==> src/rtl/wdt_pkg.sv <==
`default_nettype none
package wdt_pkg;
   // register byte offsets
   localparam logic [3:0] OFS_CFG   = 4'h0;
   localparam logic [3:0] OFS_RESET_CONTROL_REGISTER  = 4'h4;
   localparam logic [3:0] OFS_COUNT = 4'h8;
   // reset_control_register bit positions
   localparam int RC_IDLE  = 2;
   localparam int RC_SLEEP = 3;
   localparam int RC_WATCHDOG_TIMEOUT_FLAG  = 4;
   localparam int RC_SWEN  = 5;
   localparam int CFG_W    = 13;
   // prescaler terminal counts and shifts
   localparam logic [6:0] PRE_SHORT_MAX = 7'h1f;
   localparam logic [6:0] PRE_LONG_MAX  = 7'h7f;
   localparam int PRE_SHORT_SH = 5;
   localparam int PRE_LONG_SH  = 7;

   typedef enum logic [1:0] {
      en_off  = 2'b00,
      en_rsvd = 2'b01,
      en_soft = 2'b10,
      en_on   = 2'b11
   } en_cfg_e;

   typedef enum logic [1:0] {
      cs_sys  = 2'b00,
      cs_secondary_osc = 2'b01,
      cs_frc  = 2'b10,
      cs_low_power_rc_osc = 2'b11
   } clk_sel_e;

   typedef enum logic [1:0] {
      pw_run   = 2'b00,
      pw_sleep = 2'b01,
      pw_idle  = 2'b10
   } pwr_e;

   typedef struct packed {
      logic [1:0] window_width_select;
      logic       watchdog_clock_mux_enable;
      clk_sel_e   watchdog_clock_select;
      en_cfg_e    watchdog_enable_config;
      logic       window_disable_config;
      logic       prescale_width_select;
      logic [3:0] postscale_ratio_select;
   } cfg_s;

   typedef struct packed {
      logic        wr;
      logic        rd;
      logic [3:0]  addr;
      logic [31:0] wdata;
   } bus_req_s;

   typedef struct packed {
      logic watchdog_clear_instruction;
      logic power_save_instruction;
      logic power_save_idle;
      logic clock_switch_done;
      logic device_reset;
      logic other_wake;
      logic low_power_rc_osc_is_sysclk;
   } ev_s;

   typedef struct packed {
      logic low_power_rc_osc;
      logic fast_rc_osc;
      logic secondary_osc;
   } osc_s;

   typedef struct packed {
      cfg_s        cfg;
      logic [6:0]  pre;
      logic [14:0] post;
      osc_s        osc_prev;
      osc_s        osc_en;
      pwr_e        pwr;
      logic        swen;
      logic        watchdog_timeout_flag;
      logic        sleep_f;
      logic        idle_f;
      logic        wdt_reset;
      logic        wake;
      logic        running;
      logic [31:0] rdata;
   } state_s;

   localparam cfg_s CFG_RST = '{
      window_width_select:       2'h0,
      watchdog_clock_mux_enable: 1'b0,
      watchdog_clock_select:     cs_low_power_rc_osc,
      watchdog_enable_config:    en_soft,
      window_disable_config:     1'b1,
      prescale_width_select:     1'b1,
      postscale_ratio_select:    4'hf
   };

   localparam state_s STATE_RST = '{
      cfg: CFG_RST, pre: 7'h0, post: 15'h0, osc_prev: 3'h0, osc_en: 3'h0,
      pwr: pw_run, swen: 1'b0, watchdog_timeout_flag: 1'b0, sleep_f: 1'b0, idle_f: 1'b0,
      wdt_reset: 1'b0, wake: 1'b0, running: 1'b0, rdata: 32'h0
   };
endpackage : wdt_pkg
`default_nettype wire

==> src/rtl/windowed_watchdog_timer.sv <==
// Notes on behaviour
// - prescaler divides by 32 or 128
// - base period about 1 ms or 4 ms
// - postscaler ratios 1:1 to 1:32768, sixteen steps
// - resets, clock switch, power save, clear restart
// - counting continues during sleep and idle
// - time-out in power save wakes, no reset
// - time-out flag sticks until software clears it
// - windowed clear works only in final window
// - early windowed clear causes watchdog reset
// - window active only when disable bit zero
// - enable field 11 runs always
// - enable field 10 follows software enable bit
// - enable field 00 never runs
// - device reset clears software enable bit
// - clock select picks source when mux enabled
// - mux disabled uses low-power rc always
// - fast rc only windowed, awake, low-power rc not sysclk
// - enabling watchdog enables its clock source
`default_nettype none
module windowed_watchdog_timer
   import wdt_pkg::*;
(
   input  wire logic     clk,
   input  wire logic     rst,
   input  wire bus_req_s bus,
   output logic [31:0]   rdata,
   input  wire ev_s      ev,
   input  wire osc_s     osc_in,
   output osc_s          osc_enable,
   output logic          wdt_reset,
   output logic          wake,
   output logic          running
);

   state_s s_r;
   state_s s_nxt;

   // terminal count of prescaler
   function automatic logic [6:0] pre_max_f(input cfg_s c);
      pre_max_f = c.prescale_width_select ? PRE_LONG_MAX : PRE_SHORT_MAX;
   endfunction : pre_max_f

   // whole period in source ticks
   function automatic logic [22:0] period_f(input cfg_s c);
      logic [22:0] r;
      r = 23'h1 << c.postscale_ratio_select;
      period_f = c.prescale_width_select ? (r << PRE_LONG_SH) : (r << PRE_SHORT_SH);
   endfunction : period_f

   // elapsed ticks from both counters
   function automatic logic [22:0] elapsed_f(input logic [6:0] pre,
                                            input logic [14:0] post,
                                            input cfg_s c);
      logic [22:0] p;
      p = {8'h0, post};
      elapsed_f = (c.prescale_width_select ? (p << PRE_LONG_SH) : (p << PRE_SHORT_SH))
                  | {16'h0, pre};
   endfunction : elapsed_f

   // tick count at which the window opens
   function automatic logic [22:0] win_start_f(input logic [22:0] p,
                                              input logic [1:0] w);
      case (w)
         2'b00: begin
            win_start_f = p - (p >> 2);
         end
         2'b01: begin
            win_start_f = p - (p >> 2) - (p >> 3);
         end
         2'b10: begin
            win_start_f = p >> 1;
         end
         default: begin
            win_start_f = p >> 2;
         end
      endcase
   endfunction : win_start_f

   // run decision from enable field
   function automatic logic enabled_f(input en_cfg_e e, input logic swen);
      case (e)
         en_on: begin
            enabled_f = 1'b1;
         end
         en_soft: begin
            enabled_f = swen;
         end
         default: begin
            enabled_f = 1'b0;
         end
      endcase
   endfunction : enabled_f

   // selected source, all zero for system clock outside power save
   function automatic osc_s src_f(input cfg_s c, input logic save,
                                  input logic low_power_rc_osc_sys);
      osc_s m;
      m = '0;
      m.low_power_rc_osc = 1'b1;
      if (c.watchdog_clock_mux_enable) begin
         case (c.watchdog_clock_select)
            cs_secondary_osc: begin
               m = '0;
               m.secondary_osc = 1'b1;
            end
            cs_frc: begin
               if (!c.window_disable_config && !low_power_rc_osc_sys && !save) begin
                  m = '0;
                  m.fast_rc_osc = 1'b1;
               end
            end
            cs_sys: begin
               if (!save) begin
                  m = '0;
               end
            end
            default: begin
               m.low_power_rc_osc = 1'b1;
            end
         endcase
      end
      src_f = m;
   endfunction : src_f

   always_comb begin
      logic [22:0] per;
      logic [22:0] el;
      logic [22:0] wst;
      osc_s        src;
      logic        save;
      logic        run;
      logic        tick;
      logic        to_evt;
      logic        early;
      logic        ok_clr;
      logic        enter;
      logic        leave;
      logic        clr;
      per    = '0;
      el     = '0;
      wst    = '0;
      src    = '0;
      save   = 1'b0;
      run    = 1'b0;
      tick   = 1'b0;
      to_evt = 1'b0;
      early  = 1'b0;
      ok_clr = 1'b0;
      enter  = 1'b0;
      leave  = 1'b0;
      clr    = 1'b0;

      s_nxt           = s_r;
      s_nxt.wdt_reset = 1'b0;
      s_nxt.wake      = 1'b0;
      s_nxt.rdata     = 32'h0;
      s_nxt.osc_prev  = osc_in;

      save = (s_r.pwr != pw_run);
      run  = enabled_f(s_r.cfg.watchdog_enable_config, s_r.swen);
      src  = src_f(s_r.cfg, save, ev.low_power_rc_osc_is_sysclk);
      if (src == osc_s'(3'h0)) begin
         tick = run;
      end else begin
         tick = run && ((src & osc_in & ~s_r.osc_prev) != osc_s'(3'h0));
      end
      per = period_f(s_r.cfg);
      el  = elapsed_f(s_r.pre, s_r.post, s_r.cfg);
      wst = win_start_f(per, s_r.cfg.window_width_select);

      to_evt = tick && (el == per - 23'h1);
      early  = run && !save && !s_r.cfg.window_disable_config
               && ev.watchdog_clear_instruction && (el < wst);
      ok_clr = ev.watchdog_clear_instruction && !save && !early;
      enter  = ev.power_save_instruction && !save && !ev.device_reset;
      leave  = save && (ev.other_wake || to_evt);

      clr = ev.device_reset || ev.clock_switch_done || ok_clr || early
            || to_evt || enter || leave || !run;

      if (clr) begin
         s_nxt.pre  = 7'h0;
         s_nxt.post = 15'h0;
      end else if (tick) begin
         if (s_r.pre == pre_max_f(s_r.cfg)) begin
            s_nxt.pre  = 7'h0;
            s_nxt.post = s_r.post + 15'h1;
         end else begin
            s_nxt.pre = s_r.pre + 7'h1;
         end
      end

      // register writes
      if (bus.wr) begin
         case (bus.addr)
            OFS_CFG: begin
               s_nxt.cfg = cfg_s'(bus.wdata[CFG_W-1:0]);
            end
            OFS_RESET_CONTROL_REGISTER: begin
               s_nxt.swen    = bus.wdata[RC_SWEN];
               s_nxt.watchdog_timeout_flag    = bus.wdata[RC_WATCHDOG_TIMEOUT_FLAG];
               s_nxt.sleep_f = bus.wdata[RC_SLEEP];
               s_nxt.idle_f  = bus.wdata[RC_IDLE];
            end
            default: begin
               s_nxt.swen = s_r.swen;
            end
         endcase
      end

      // power save entry
      if (enter) begin
         if (ev.power_save_idle) begin
            s_nxt.pwr    = pw_idle;
            s_nxt.idle_f = 1'b1;
         end else begin
            s_nxt.pwr     = pw_sleep;
            s_nxt.sleep_f = 1'b1;
         end
      end

      if (leave) begin
         s_nxt.pwr  = pw_run;
         s_nxt.wake = to_evt;
      end

      if ((to_evt && !save) || early) begin
         s_nxt.wdt_reset = 1'b1;
      end

      if (to_evt || early) begin
         s_nxt.watchdog_timeout_flag = 1'b1;
      end

      if (ev.device_reset) begin
         s_nxt.swen = 1'b0;
         s_nxt.pwr  = pw_run;
      end

      s_nxt.osc_en  = run ? src : osc_s'(3'h0);
      s_nxt.running = run;

      // register reads
      if (bus.rd) begin
         case (bus.addr)
            OFS_CFG: begin
               s_nxt.rdata = {19'h0, s_r.cfg};
            end
            OFS_RESET_CONTROL_REGISTER: begin
               s_nxt.rdata = {26'h0, s_r.swen, s_r.watchdog_timeout_flag, s_r.sleep_f, s_r.idle_f, 2'h0};
            end
            OFS_COUNT: begin
               s_nxt.rdata = {10'h0, s_r.post, s_r.pre};
            end
            default: begin
               s_nxt.rdata = 32'h0;
            end
         endcase
      end
   end

   always_ff @(posedge clk) begin
      if (rst) begin
         s_r <= STATE_RST;
      end else begin
         s_r <= s_nxt;
      end
   end

   assign rdata      = s_r.rdata;
   assign osc_enable = s_r.osc_en;
   assign wdt_reset  = s_r.wdt_reset;
   assign wake       = s_r.wake;
   assign running    = s_r.running;

endmodule : windowed_watchdog_timer
`default_nettype wire

==> config.mk <==
export PLATFORM = sky130hd
export DESIGN_NAME = windowed_watchdog_timer
export DESIGN_NICKNAME = d
export VERILOG_FILES = /design/src/rtl/wdt_pkg.sv /design/src/rtl/windowed_watchdog_timer.sv
export SDC_FILE = /design/constraint.sdc
export NUM_CORES = 1
export LEC_CHECK = 0
export BUFFER_PORTS_ARGS = -buffer_cell sky130_fd_sc_hd__buf_2
export CAP_MARGIN = 20
export CORE_ASPECT_RATIO = 1.2
export CORE_MARGIN = 2
export CORE_UTILIZATION = 30
export CTS_CLUSTER_SIZE = 8
export DETAILED_ROUTE_END_ITERATION = 16
export HOLD_SLACK_MARGIN = 0.08
export PLACE_DENSITY = 0.51
export SKIP_CTS_REPAIR_TIMING = 1
export SLEW_MARGIN = 20
export SYNTH_ARGS = -nofsm -noshare
export SYNTH_HDL_FRONTEND = slang
export SYNTH_SLANG_ARGS = --single-unit
==> constraint.sdc <==
create_clock -name clk -period 7.8 [get_ports clk]
set_input_delay 1.56 -clock clk [delete_from_list [all_inputs] [get_ports clk]]
set_output_delay 1.56 -clock clk [all_outputs]
set_load 0.02 [all_outputs]
After elaboration in Yosys (flattened, before gate mapping)
Index checks and enable logic that the tools add are counted.

Flip-flop bits (word level): 82. Word-level logic and storage cells: 117. Input bits: 50. Output and inout bits: 38.

$lt $le $gt $ge: 1. Equality and inequality tests: 10. Shifts and indexed selects: 1. Reductions and logical operators: 48. Bitwise operators: 7. Add/sub/neg operators: 5. Multiplexer cells: 21.

Operator list (count): 23-bit one-hot mux with 3 select lines (1); 22-bit one-hot mux with 3 select lines (1); 22-bit by 23-bit equality test with 1-bit output (1); 22-bit by 23-bit less-than comparator with 1-bit output (1); 23-bit 2-to-1 mux (1); 23-bit by 1-bit subtractor with 23-bit output (second input constant) (1); 23-bit by 20-bit subtractor with 23-bit output (1); 23-bit by 21-bit subtractor with 23-bit output (1); 22-bit 2-to-1 mux (1); 22-bit by 7-bit OR with 22-bit output (1); 1-bit by 4-bit left shift with 18-bit output (first input constant) (1); 15-bit by 1-bit adder with 15-bit output (second input constant) (1); 3-bit 2-to-1 mux (5); 1-bit logical AND (14); 7-bit 2-to-1 mux (2); 1-bit logical OR (10); 2-bit OR reduction (5); 2-bit equality test (second input constant) (4); 2-bit AND reduction (4); 7-bit by 1-bit adder with 7-bit output (second input constant) (1); 7-bit equality test (1); 3-bit AND (2); 1-bit logical NOT (6); 2-bit one-hot mux with 3 select lines (1); 15 further kinds (26).

Depth between registers and ports, before layout
Gate-level depths: netlist (run 1).

Depth after elaboration: 17. Depth in mapped cells: 34. Depth with buffers taken out: 30.

Least setup slack after synthesis (run 1)
OpenSTA, ideal clock, no wires.

Path kind: flip-flop to flip-flop. Start: register s_r[73] (netlist name). End: register s_r[65] (netlist name). Buffers on the path: 2. Path slack: 1.569 ns. Stages on the path, launching flop included: 33. Library setup time: 0.078 ns. Period minus slack after synthesis: 6.231 ns. Data arrival time: 6.153 ns. Required time: 7.722 ns. Path through: dfxtp_1 -> buf_2 -> nor3_1 -> nand2_1 -> inv_1 -> ha_1 -> inv_1 -> a21oi_1 -> a22o_1 -> a2111oi_2 -> o22a_1 -> xor2_1 -> inv_1 -> ha_1 -> nand2_1 -> nor2_1 -> a2111oi_2 -> nand2_1 -> mux2_2 -> a21o_1 -> o21ai_0 -> a21oi_1 -> ha_1 -> nand4_1 -> nor2_1 -> nand3_1 -> o21ai_0 -> o21ai_0 -> and3b_1 -> a21oi_1 -> nand3_1 -> buf_2 -> nor3_1.

Longest elaborated chain between the ends: 15. Elaborated cells between the ends (all ways): 25. Those cells by class: add/sub (3); order compare (1); eq/ne (2); mux (5); bitwise (1); reduce/logical (13).

Ends and longest elaborated chain: from (decl) (RTL line windowed_watchdog_timer.sv:36) `state_s s_r;`; from (signal assigned) (RTL line windowed_watchdog_timer.sv:267) `s_r <= s_nxt;`; 23-bit 2-to-1 mux (RTL line windowed_watchdog_timer.sv:48) `period_f = c.prescale_width_select ? (r << PRE_LONG_SH) : (r << PRE_SHORT_SH);`; 23-bit by 21-bit subtractor with 23-bit output (RTL line windowed_watchdog_timer.sv:66, windowed_watchdog_timer.sv:69); 23-bit by 20-bit subtractor with 23-bit output (RTL line windowed_watchdog_timer.sv:69) `win_start_f = p - (p >> 2) - (p >> 3);`; 23-bit one-hot mux with 3 select lines (RTL line windowed_watchdog_timer.sv:64) `case (w)`; 22-bit by 23-bit less-than comparator with 1-bit output (RTL line windowed_watchdog_timer.sv:174) `&& ev.watchdog_clear_instruction && (el < wst);`; 1-bit logical AND (RTL line windowed_watchdog_timer.sv:174); 1-bit logical NOT (RTL line windowed_watchdog_timer.sv:175) `ok_clr = ev.watchdog_clear_instruction && !save && !early;`; 1-bit logical AND (RTL line windowed_watchdog_timer.sv:175); 1-bit logical OR (2 in series) (RTL line windowed_watchdog_timer.sv:179) `clr = ev.device_reset || ev.clock_switch_done || ok_clr || early`; 1-bit logical OR (4 in series) (RTL line windowed_watchdog_timer.sv:180) `|| to_evt || enter || leave || !run;`; 2-bit OR reduction (no source line).

Parallel ways exist; a longest one is shown, timed or not. A chain may end at the register's enable or synchronous reset.

Worst setup path after layout (run 1)
Start: register s_r[71] (netlist name). End: register s_r[58] (netlist name).

Longest elaborated chain between the ends: 16. Elaborated cells between the ends (all ways): 21. Those cells by class: add/sub (3); order compare (1); eq/ne (1); shift (1); mux (2); reduce/logical (13).

Ends and longest elaborated chain: 1-bit by 4-bit left shift with 18-bit output * (RTL line windowed_watchdog_timer.sv:47) `r = 23'h1 << c.postscale_ratio_select;`; 23-bit 2-to-1 mux * (RTL line windowed_watchdog_timer.sv:48); 23-bit by 21-bit subtractor with 23-bit output (RTL line windowed_watchdog_timer.sv:66, windowed_watchdog_timer.sv:69); 23-bit by 20-bit subtractor with 23-bit output (RTL line windowed_watchdog_timer.sv:69); 23-bit one-hot mux with 3 select lines (RTL line windowed_watchdog_timer.sv:64); 22-bit by 23-bit less-than comparator with 1-bit output (RTL line windowed_watchdog_timer.sv:174); 1-bit logical AND (RTL line windowed_watchdog_timer.sv:174); 1-bit logical NOT (RTL line windowed_watchdog_timer.sv:175); 1-bit logical AND (RTL line windowed_watchdog_timer.sv:175); 1-bit logical OR (2 in series) (RTL line windowed_watchdog_timer.sv:179); 1-bit logical OR (2 in series) (RTL line windowed_watchdog_timer.sv:180); 1-bit logical OR * (2 in series) (RTL line windowed_watchdog_timer.sv:180); 2-bit OR reduction (no source line) *.

Every way passes the cells marked *; elsewhere a longest branch is shown, timed or not.

==> results of run 1 <==
[sequential cells by signal, indices dropped and copies added (netlist names)]
signal and count:
wdt_reset 1, s_r 44, osc_enable 3, wake 1
rdata 22, running 1
[metal layers]
| metal | vias up | wire length (µm) |
|---|---|---|
| met5 | - | 0 |
| met4 | 0 | 840 |
| met3 | 48 | 861 |
| met2 | 210 | 11800 |
| met1 | 3416 | 10300 |
| li1 | 3615 | - |
[per-stage QoR]
step | setup slack [ns] | util, %
after CTS | 0.448 | 33.4
after global placement | 0.563 | 31.9
after global routing | 0.0101 | 33.4
after detailed placement | 0.532 | 31.9
after floorplan | 1.57 | -
final | 0.474 | 33.4
[worst paths after layout]
kind	from	cells past startpoint	slack, ns	to
hold / removal	s_r[75]	2	0.51	s_r[75]
hold reg to reg	s_r[75]	2	0.51	s_r[75]
setup reg to reg	s_r[71]	29	0.47	s_r[58]
setup / recovery	s_r[71]	29	0.47	s_r[58]
[cell type report]
type                    count  area share (%)
multi-input cells         805            65.2
flip-flops and latches     72            17.6
repair buffers             84            5.92
well taps                 325            4.96
clock buffers              10            2.91
inverters                  41            1.88
clock inverters             5            1.57
[power breakdown]
| part | leakage [nW] | switching (mW) | internal [mW] | total, mW |
|---|---|---|---|---|
| Sequential | 0.580 | 0.00461 | 0.371 | 0.376 |
| Combinational | 2.69 | 0.113 | 0.0719 | 0.185 |
| Clock | 0.179 | 0.155 | 0.352 | 0.508 |
| Total | 3.45 | 0.273 | 0.795 | 1.07 |
[worst max-delay path: cells and delay by family, from the launching register on]
family                     cells  cell delay [ns]
buffers and inverters          3             0.67
adders and majority gates      3             0.81
AOI/OAI and AO/OA             13             3.14
DFF                            1             0.60
and+or+nand+nor                8             1.54
xor gates and xnor gates       2             0.42
[logic make-up after synthesis]
group	Yosys count
muxes	32
DFF	72
and+or+nand+nor	372
xor gates and xnor gates	63
buffers and inverters	145
adders and majority gates	45
other	1
AOI/OAI and AO/OA	283
[Yosys cell counts, drive strengths merged, types with 7 or more instances]
cell type and instances:
buf 56, a22oi 12, mux2i 21, and3 11
a221oi 7, nor2b 20, xor2 24, a31oi 12
xnor2 36, a21o 23, ha 45, and2 19
mux2 9, nor2 105, a21oi 69, or3 9
dfxtp 72, o211ai 11, nand2b 10, nand2 93
nor4 9, o31ai 11, clkbuf 48, nor3 26
nand3b 10, nand3 22, a2111oi 8, o21ai 54
a211o 9, inv 37, nand4 12
==> results.tsv, run 1 <==
stage	metric	value	unit
timing	final-hold-violation-count	0	
timing	fin_crit_sh	93.9	%
floorplan	pin_count	88	
clock_network	cts.sinks	72	
timing	fmax	137	MHz
power	ir_drop	0.101	mV
grt	grt_pass1_wl	37700	µm
run	drv_cap	0	
synth	synth_xor_area_share	7.96	%
critical_path	critPathLaunchType	flop	
clock_network	h-tree-depth	3	
grt	grtUsageMet1	22.1	%
critical_path	criticalPathCategory	flop to flop	
place	io_buffers	58	
grt	grt_busiest_layer	met2	
power	p_total	1.07	mW
floorplan	num_rows	63	
critical_path	critical_path_required	8.01	ns
timing	setup_tns	0	ns
clock_network	insertion_delay	0.33	ns
synth	ys_seq_area_share	19.3	%
cells_and_area	layout_common_cells	105 x nor2_1, 93 x nand2_1, 69 x dfxtp_1	
cells_and_area	seq_area	1450	µm²
clock_network	cts_root_buffer	clkbuf_16	
place	place.gp.congestion	0.916	
synth	synthAdderAreaFrac	7.56	%
place	hpwl	18300	µm
critical_path	endpoint_kind	flop	
critical_path	worst_path_max_delay_cell	dfxtp_1	
drt	drtAntennaViolNets	0	
drt	vias	7289	
cells_and_area	nets	1108	
grt	grt_start_max_net_pins	47	
synth	synth_seq_cells	72	
timing	slew-limit-headroom	31.1	%
power	cellPowerDensity	130	nW/µm²
synth	synthSimpleGateAreaFrac	24.6	%
floorplan	die_w	148	µm
cells_and_area	n_antenna_cell	0	
floorplan	start_util	30.3	%
floorplan	core	24600	µm²
synth	synth_top_area_cell	dfxtp_1	
drt	vias_per_cell	5.43	
cells_and_area	multiInputGateArea	5350	µm²
outcome	outcome	complete, no violations	
clock_network	numCtsBuffers	9	
cells_and_area	fillCellCount	2651	
synth	synth_edf_count	0	
timing	finalCriticalPeriod	7.33	ns
synth	synth_top_area_share	19.3	%
synth	synthFlopType	dfxtp_1	
clock_network	tritoncts	yes	
floorplan	die_area	26100	µm²
critical_path	critPathArrivalTime	7.54	ns
critical_path	path_max_fanout	22	
cells_and_area	drive_gt1_share	12.8	%
grt	use_met3	1.08	%
synth	muxShareOfSynthArea	4.79	%
synth	synth_top_family_by_area	compound AO/OA/AOI/OAI gates	
drt	route.detailed.wl_per_inst	17.8	µm
synth	postSynthAreaPerCell	7.36	µm²
synth	syn_inst	1013	
clock_network	clockBufferDepth	2	
synth	ys_warn_count	0	
drt	drc	0	
grt	grt_use_total	18.0	%
timing	slew_viol_final	0	
cells_and_area	fin_cells	1342	
synth	async_reset_ff_share	0	%
hold_path	holdCritPathClass	flop to flop	
grt	grt_overflow_total	0	
synth	syn_area	7450	µm²
timing	rsz0062_at_grt	false	
grt	grt_antenna_before_repair	0	
timing	tightest_slew	1.03	ns
synth	synth_area_leaders	dfxtp_1 19%, ha_1 7.6%, nor2_1 5.3%, nand2_1 4.7%, a21oi_1 4.6%	
drt	drtIter0Drc	472	
grt	grt_pass1_vias	6846	
timing	skew	0.00978	ns
timing	finalSetupViolCount	0	
drt	routed_wl	23800	µm
timing	timing.hold.ws	0.512	ns
synth	synth_cell_types	83	
cells_and_area	syn_to_final_growth	10.1	%
floorplan	dieHeight	177	µm
grt	use_met2	32.6	%
place	place_inst	1327	
synth	synth-compound-area-share	26.3	%
cells_and_area	layout_commonest_cell	nor2_1	
cells_and_area	postLayoutCellArea	8200	µm²
power	p_leak	3.45	nW
critical_path	slowest_delay	0.60	ns
clock_network	clk_transition_reported_paths	0.06	ns
drt	detail_route.first_pass.iterations	8	
place	place_area	7840	µm²
(Power assumes the default switching activity.)
==> run 2: changes to the inputs <==
--- a/config.mk
+++ b/config.mk
@@ -10,10 +10,12 @@
 export CORE_ASPECT_RATIO = 1.2
 export CORE_MARGIN = 2
 export CORE_UTILIZATION = 30
+export CTS_BUF_LIST = sky130_fd_sc_hd__clkbuf_4
 export CTS_CLUSTER_SIZE = 8
 export DETAILED_ROUTE_END_ITERATION = 16
 export HOLD_SLACK_MARGIN = 0.08
 export PLACE_DENSITY = 0.51
+export REMOVE_ABC_BUFFERS = 1
 export SKIP_CTS_REPAIR_TIMING = 1
 export SLEW_MARGIN = 20
 export SYNTH_ARGS = -nofsm -noshare
==> results.tsv, run 2 (synthesis results as in run 1) <==
stage	metric	value	unit	change
outcome	outcome	complete, no violations		unchanged
critical_path	critical_path_required	8.12	ns	was 8.01 ns
cells_and_area	largest_reg_flops	44		unchanged
floorplan	core	24600	µm²	unchanged
drt	drtIter0Drc	486		was 472
clock_network	insertion_delay	0.43	ns	was 0.33 ns
clock_network	cts.sinks	72		unchanged
grt	grt_pass1_wl	37800	µm	was 37,700 µm
floorplan	start_util	30.3	%	unchanged
floorplan	num_rows	63		unchanged
clock_network	clk_transition_reported_paths	0.11	ns	was 0.06 ns
critical_path	path_max_fanout	26		was 22
cells_and_area	layout_commonest_cell	nor2_1		unchanged
timing	slew-limit-headroom	45.9	%	was 31.1%
cells_and_area	layout_common_cells	104 x nor2_1, 93 x nand2_1, 70 x dfxtp_1		was 105 x nor2_1, 93 x nand2_1, 69 x dfxtp_1
clock_network	h-tree-depth	3		unchanged
power	cellPowerDensity	95.8	nW/µm²	was 130 nW/µm²
grt	grt_use_total	18.1	%	was 18.0%
grt	grt_overflow_total	0		unchanged
cells_and_area	top_register	s_r		unchanged
critical_path	timing.rr.start	s_r[71]		unchanged
grt	grt_antenna_before_repair	1		was 0
run	drv_cap	0		unchanged
cells_and_area	nets	1110		was 1,108
timing	setup_tns	0	ns	unchanged
clock_network	numCtsBuffers	9		unchanged
power	p_total	0.763	mW	was 1.07 mW
drt	routed_wl	23700	µm	was 23,800 µm
critical_path	rrSetupSlack	0.71	ns	was 0.47 ns
drt	drtAntennaViolNets	0		unchanged
drt	drc	0		unchanged
critical_path	worst_path_max_delay_cell	dfxtp_1		unchanged
power	ir_drop	0.0478	mV	was 0.101 mV
power	p_leak	3.34	nW	was 3.45 nW
place	io_buffers	58		unchanged
drt	detail_route.first_pass.iterations	6		was 8
drt	vias_per_cell	5.38		was 5.43
hold_path	hold_start	s_r[75]		unchanged
hold_path	holdPathEnd	s_r[75]		unchanged
critical_path	criticalPathCategory	flop to flop		unchanged
timing	skew	0.0180	ns	was 0.00978 ns
critical_path	critPathArrivalTime	7.41	ns	was 7.54 ns
critical_path	endpoint_kind	flop		unchanged
timing	fin_crit_sh	90.9	%	was 93.9%
critical_path	critPathLaunchType	flop		unchanged
clock_network	cts_root_buffer	clkbuf_4		was clkbuf_16
critical_path	slowest_delay	0.73	ns	was 0.60 ns
timing	fmax	141	MHz	was 137 MHz
floorplan	dieHeight	177	µm	unchanged
grt	grt_start_max_net_pins	48		was 47
critical_path	reg2reg_to	s_r[65]		was s_r[58]
timing	finalCriticalPeriod	7.09	ns	was 7.33 ns
floorplan	die_w	148	µm	unchanged
cells_and_area	syn_to_final_growth	6.90	%	was 10.1%
timing	tightest_slew	0.812	ns	was 1.03 ns
place	hpwl	18600	µm	was 18,300 µm
clock_network	clockBufferDepth	2		unchanged
floorplan	die_area	26100	µm²	unchanged
drt	vias	7248		was 7,289
critical_path	worst_r2r_path_depth	30		was 29
timing	slew_viol_final	0		unchanged
timing	finalSetupViolCount	0		unchanged
place	place.gp.congestion	0.861		was 0.916
cells_and_area	drive_gt1_share	12.9	%	was 12.8%
timing	final-hold-violation-count	0		unchanged
clock_network	tritoncts	yes		unchanged
floorplan	pin_count	88		unchanged
hold_path	holdCritPathClass	flop to flop		unchanged
drt	route.detailed.wl_per_inst	17.6	µm	was 17.8 µm
hold_path	holdPathStages	2		unchanged
grt	grt_pass1_vias	6912		was 6,846
==> run 2: final cells by class <==
class / instances / area (µm²)
inverters: 41 / 154
clock inverters: 4 / 21.3
fillers: 2719 / 16600
multi-input cells: 805 / 5350
repair buffers: 86 / 500
clock buffers: 12 / 90.1
well taps: 325 / 407
diodes: 1 / 2.50
flip-flops and latches: 72 / 1440
==> run 2: through the flow <==
step | setup WS [ns] | cell area [µm²] | hold slack, ns | util (%) | instances
global placement | 0.666 | 7850 | 0.487 | 31.9 | 1329
floorplan | 0.220 | 6940 | 0.441 | - | 918
finish | 0.711 | 7970 | 0.507 | 32.4 | 1346
detailed placement | 0.706 | 7850 | 0.489 | 31.9 | 1329
CTS | 0.664 | 7960 | 0.505 | 32.4 | 1345
global route | -0.00516 | 7970 | 0.544 | 32.4 | 1346
==> run 2: where the power goes <==
part	switching [mW]	internal, mW
Combinational	0.113	0.0721
Clock	0.128	0.0744
Sequential	0.00478	0.371
Total	0.246	0.517
==> run 2: worst max path at each step <==
stage,cells after the start,endpoint,start
floorplan,30,s_r[65],s_r[73]
global placement,31,s_r[65],s_r[70]
detailed placement,31,s_r[65],s_r[70]
CTS,31,s_r[65],s_r[70]
finish,30,s_r[65],s_r[71]
global route,32,s_r[67],s_r[69]
==> run 2: worst max-delay path, delay by kind of cell (launching register included) <==
kind,cells,cell delay (ns)
flops,1,0.73
compound gates,12,2.91
xor+xnor,2,0.41
buf+inv,4,0.82
fa+ha+maj,3,0.96
simple gates,9,1.16
==> run 2: metal layers <==
metal,wire [µm],global-route usage [%],up-vias
li1,-,-,3643
met1,10400,22.5,3386
met2,11600,32.5,184
met3,882,1.29,35
met4,753,7.02,0
met5,0,0,-
==> run 3: changes to the inputs <==
--- a/config.mk
+++ b/config.mk
@@ -8,7 +8,6 @@
 export BUFFER_PORTS_ARGS = -buffer_cell sky130_fd_sc_hd__buf_2
 export CAP_MARGIN = 20
 export CORE_ASPECT_RATIO = 1.2
-export CORE_MARGIN = 2
 export CORE_UTILIZATION = 30
 export CTS_BUF_LIST = sky130_fd_sc_hd__clkbuf_4
 export CTS_CLUSTER_SIZE = 8
==> results.tsv, run 3 (synthesis results as in run 1) <==
stage	metric	value	unit	change
critical_path	endpoint_kind	flop		unchanged
cells_and_area	top_register	s_r		unchanged
power	p_comb_share	22.4	%	was 24.2%
power	p_leak	3.35	nW	was 3.34 nW
timing	slew-limit-headroom	43.5	%	was 45.9%
grt	grt_start_max_net_pins	48		unchanged
timing	slew_viol_final	0		unchanged
cells_and_area	nets	1106		was 1,110
critical_path	critPathArrivalTime	7.49	ns	was 7.41 ns
timing	finalCriticalPeriod	7.13	ns	was 7.09 ns
floorplan	start_util	30.9	%	was 30.3%
timing	finalSetupViolCount	0		unchanged
clock_network	h-tree-depth	3		unchanged
clock_network	clockBufferDepth	2		unchanged
power	p_sw_share	29.7	%	was 32.2%
timing	fmax	140	MHz	was 141 MHz
timing	setup_tns	0	ns	unchanged
clock_network	cts_root_buffer	clkbuf_4		unchanged
drt	vias_per_cell	5.48		was 5.38
power	p_total	0.830	mW	was 0.763 mW
critical_path	path_buf_inv	5		was 4
power	p_clk_share	32.4	%	was 26.5%
drt	drtIter0Drc	444		was 486
clock_network	numCtsBuffers	9		unchanged
critical_path	cpLargestDelayFamily	compound AO/OA/AOI/OAI gates		unchanged
timing	timing.hold.ws	0.514	ns	was 0.507 ns
power	sequentialPowerShare	45.2	%	was 49.2%
power	internal-power	0.584	mW	was 0.517 mW
timing	tightest_slew	0.847	ns	was 0.812 ns
floorplan	core	24100	µm²	was 24,600 µm²
critical_path	cpMostUsedCell	a21oi_1		
drt	detail_route.first_pass.iterations	5		was 6
cells_and_area	layout_commonest_cell	nor2_1		unchanged
floorplan	pin_count	88		unchanged
place	place.gp.congestion	0.818		was 0.861
grt	grt_antenna_before_repair	1		unchanged
floorplan	die_area	25500	µm²	was 26,100 µm²
cells_and_area	layout_common_cells	105 x nor2_1, 93 x nand2_1, 68 x a21oi_1		was 104 x nor2_1, 93 x nand2_1, 70 x dfxtp_1
run	drv_cap	0		unchanged
critical_path	criticalPathCategory	flop to flop		unchanged
cells_and_area	syn_to_final_growth	7.30	%	was 6.90%
cells_and_area	largest_reg_flops	44		unchanged
grt	grt_pass1_wl	37700	µm	was 37,800 µm
critical_path	slowest_delay	0.52	ns	was 0.73 ns
grt	grt_pass1_vias	6867		was 6,912
power	switchingPower	0.247	mW	was 0.246 mW
clock_network	clk_transition_reported_paths	0.12	ns	was 0.11 ns
drt	drtAntennaViolNets	0		unchanged
cells_and_area	fin_util	33.1	%	was 32.4%
clock_network	insertion_delay	0.43	ns	about the same
cells_and_area	drive_gt1_share	12.9	%	about the same
drt	routed_wl	23700	µm	about the same
power	cellPowerDensity	104	nW/µm²	was 95.8 nW/µm²
place	hpwl	18300	µm	was 18,600 µm
outcome	outcome	complete, no violations		unchanged
floorplan	num_rows	62		was 63
critical_path	worst_path_max_delay_cell	dfxtp_2		was dfxtp_1
critical_path	path_max_fanout	20		was 26
critical_path	critical_path_required	8.16	ns	was 8.12 ns
grt	grt_use_total	18.6	%	was 18.1%
clock_network	cts.sinks	72		unchanged
drt	vias	7333		was 7,248
drt	route.detailed.wl_per_inst	17.7	µm	was 17.6 µm
place	io_buffers	58		unchanged
clock_network	tritoncts	yes		unchanged
power	ir_drop	0.0666	mV	was 0.0478 mV
cells_and_area	fin_cells	1337		was 1,346
grt	grt_overflow_total	0		unchanged
timing	skew	0.0168	ns	was 0.0180 ns
critical_path	critPathLaunchType	flop		unchanged
timing	final-hold-violation-count	0		unchanged
hold_path	holdCritPathClass	flop to flop		unchanged
timing	rsz0062_at_grt	false		
place	place_inst	1320		was 1,329
floorplan	dieHeight	175	µm	was 177 µm
drt	drc	0		unchanged
timing	fin_crit_sh	91.4	%	was 90.9%
floorplan	die_w	146	µm	was 148 µm
[run 3: layer usage]
metal | GRT usage, % | up-vias | share of wire [%]
met2 | 32.7 | 214 | 49
met5 | 0 | - | 0
met4 | 7.81 | 0 | 3.3
met1 | 23.0 | 3459 | 44
met3 | 1.83 | 42 | 4.1
li1 | - | 3618 | -
[run 3: worst min-delay path, stage by stage (launching register included)]
cell	delay, ns
dfxtp_1	0.36
nand2_1	0.06
a21oi_1	0.06
[run 3: worst paths after layout]
path,cells past startpoint,to,startpoint,slack (ns)
worst max-delay path,32,s_r[67],s_r[69],0.67
worst min register to register,2,s_r[75],s_r[75],0.51
worst max register to register,32,s_r[67],s_r[69],0.67
worst min-delay path,2,s_r[75],s_r[75],0.51
[run 3: area by class of cell]
type                            instances  area, µm²
Multi-Input combinational cell        805       5360
Tap cell                              320        400
Timing Repair Buffer                   82        470
Sequential cell                        72       1450
Clock inverter                          4       68.8
Fill cell                            2615      16100
Antenna cell                            1       2.50
Clock buffer                           12       90.1
Inverter                               41        154
[run 3: power by group through the flow]
stage / clock network (mW) / registers (mW) / logic (mW)
2_1_floorplan: 0 / 0.387 / 0.121
3_3_place_gp: 0 / 0.384 / 0.182
3_5_place_dp: 0 / 0.384 / 0.183
4_1_cts: 0.276 / 0.375 / 0.184
5_1_grt: 0.296 / 0.376 / 0.204
6_report: 0.269 / 0.376 / 0.186
[run 3: metrics by stage]
step	worst slack [ns]	cell area, µm²
after CTS	0.459	7970
final	0.674	8000
after detailed placement	0.511	7810
after global placement	0.544	7810
after floorplan	0.220	6940
after global routing	0.0169	8000
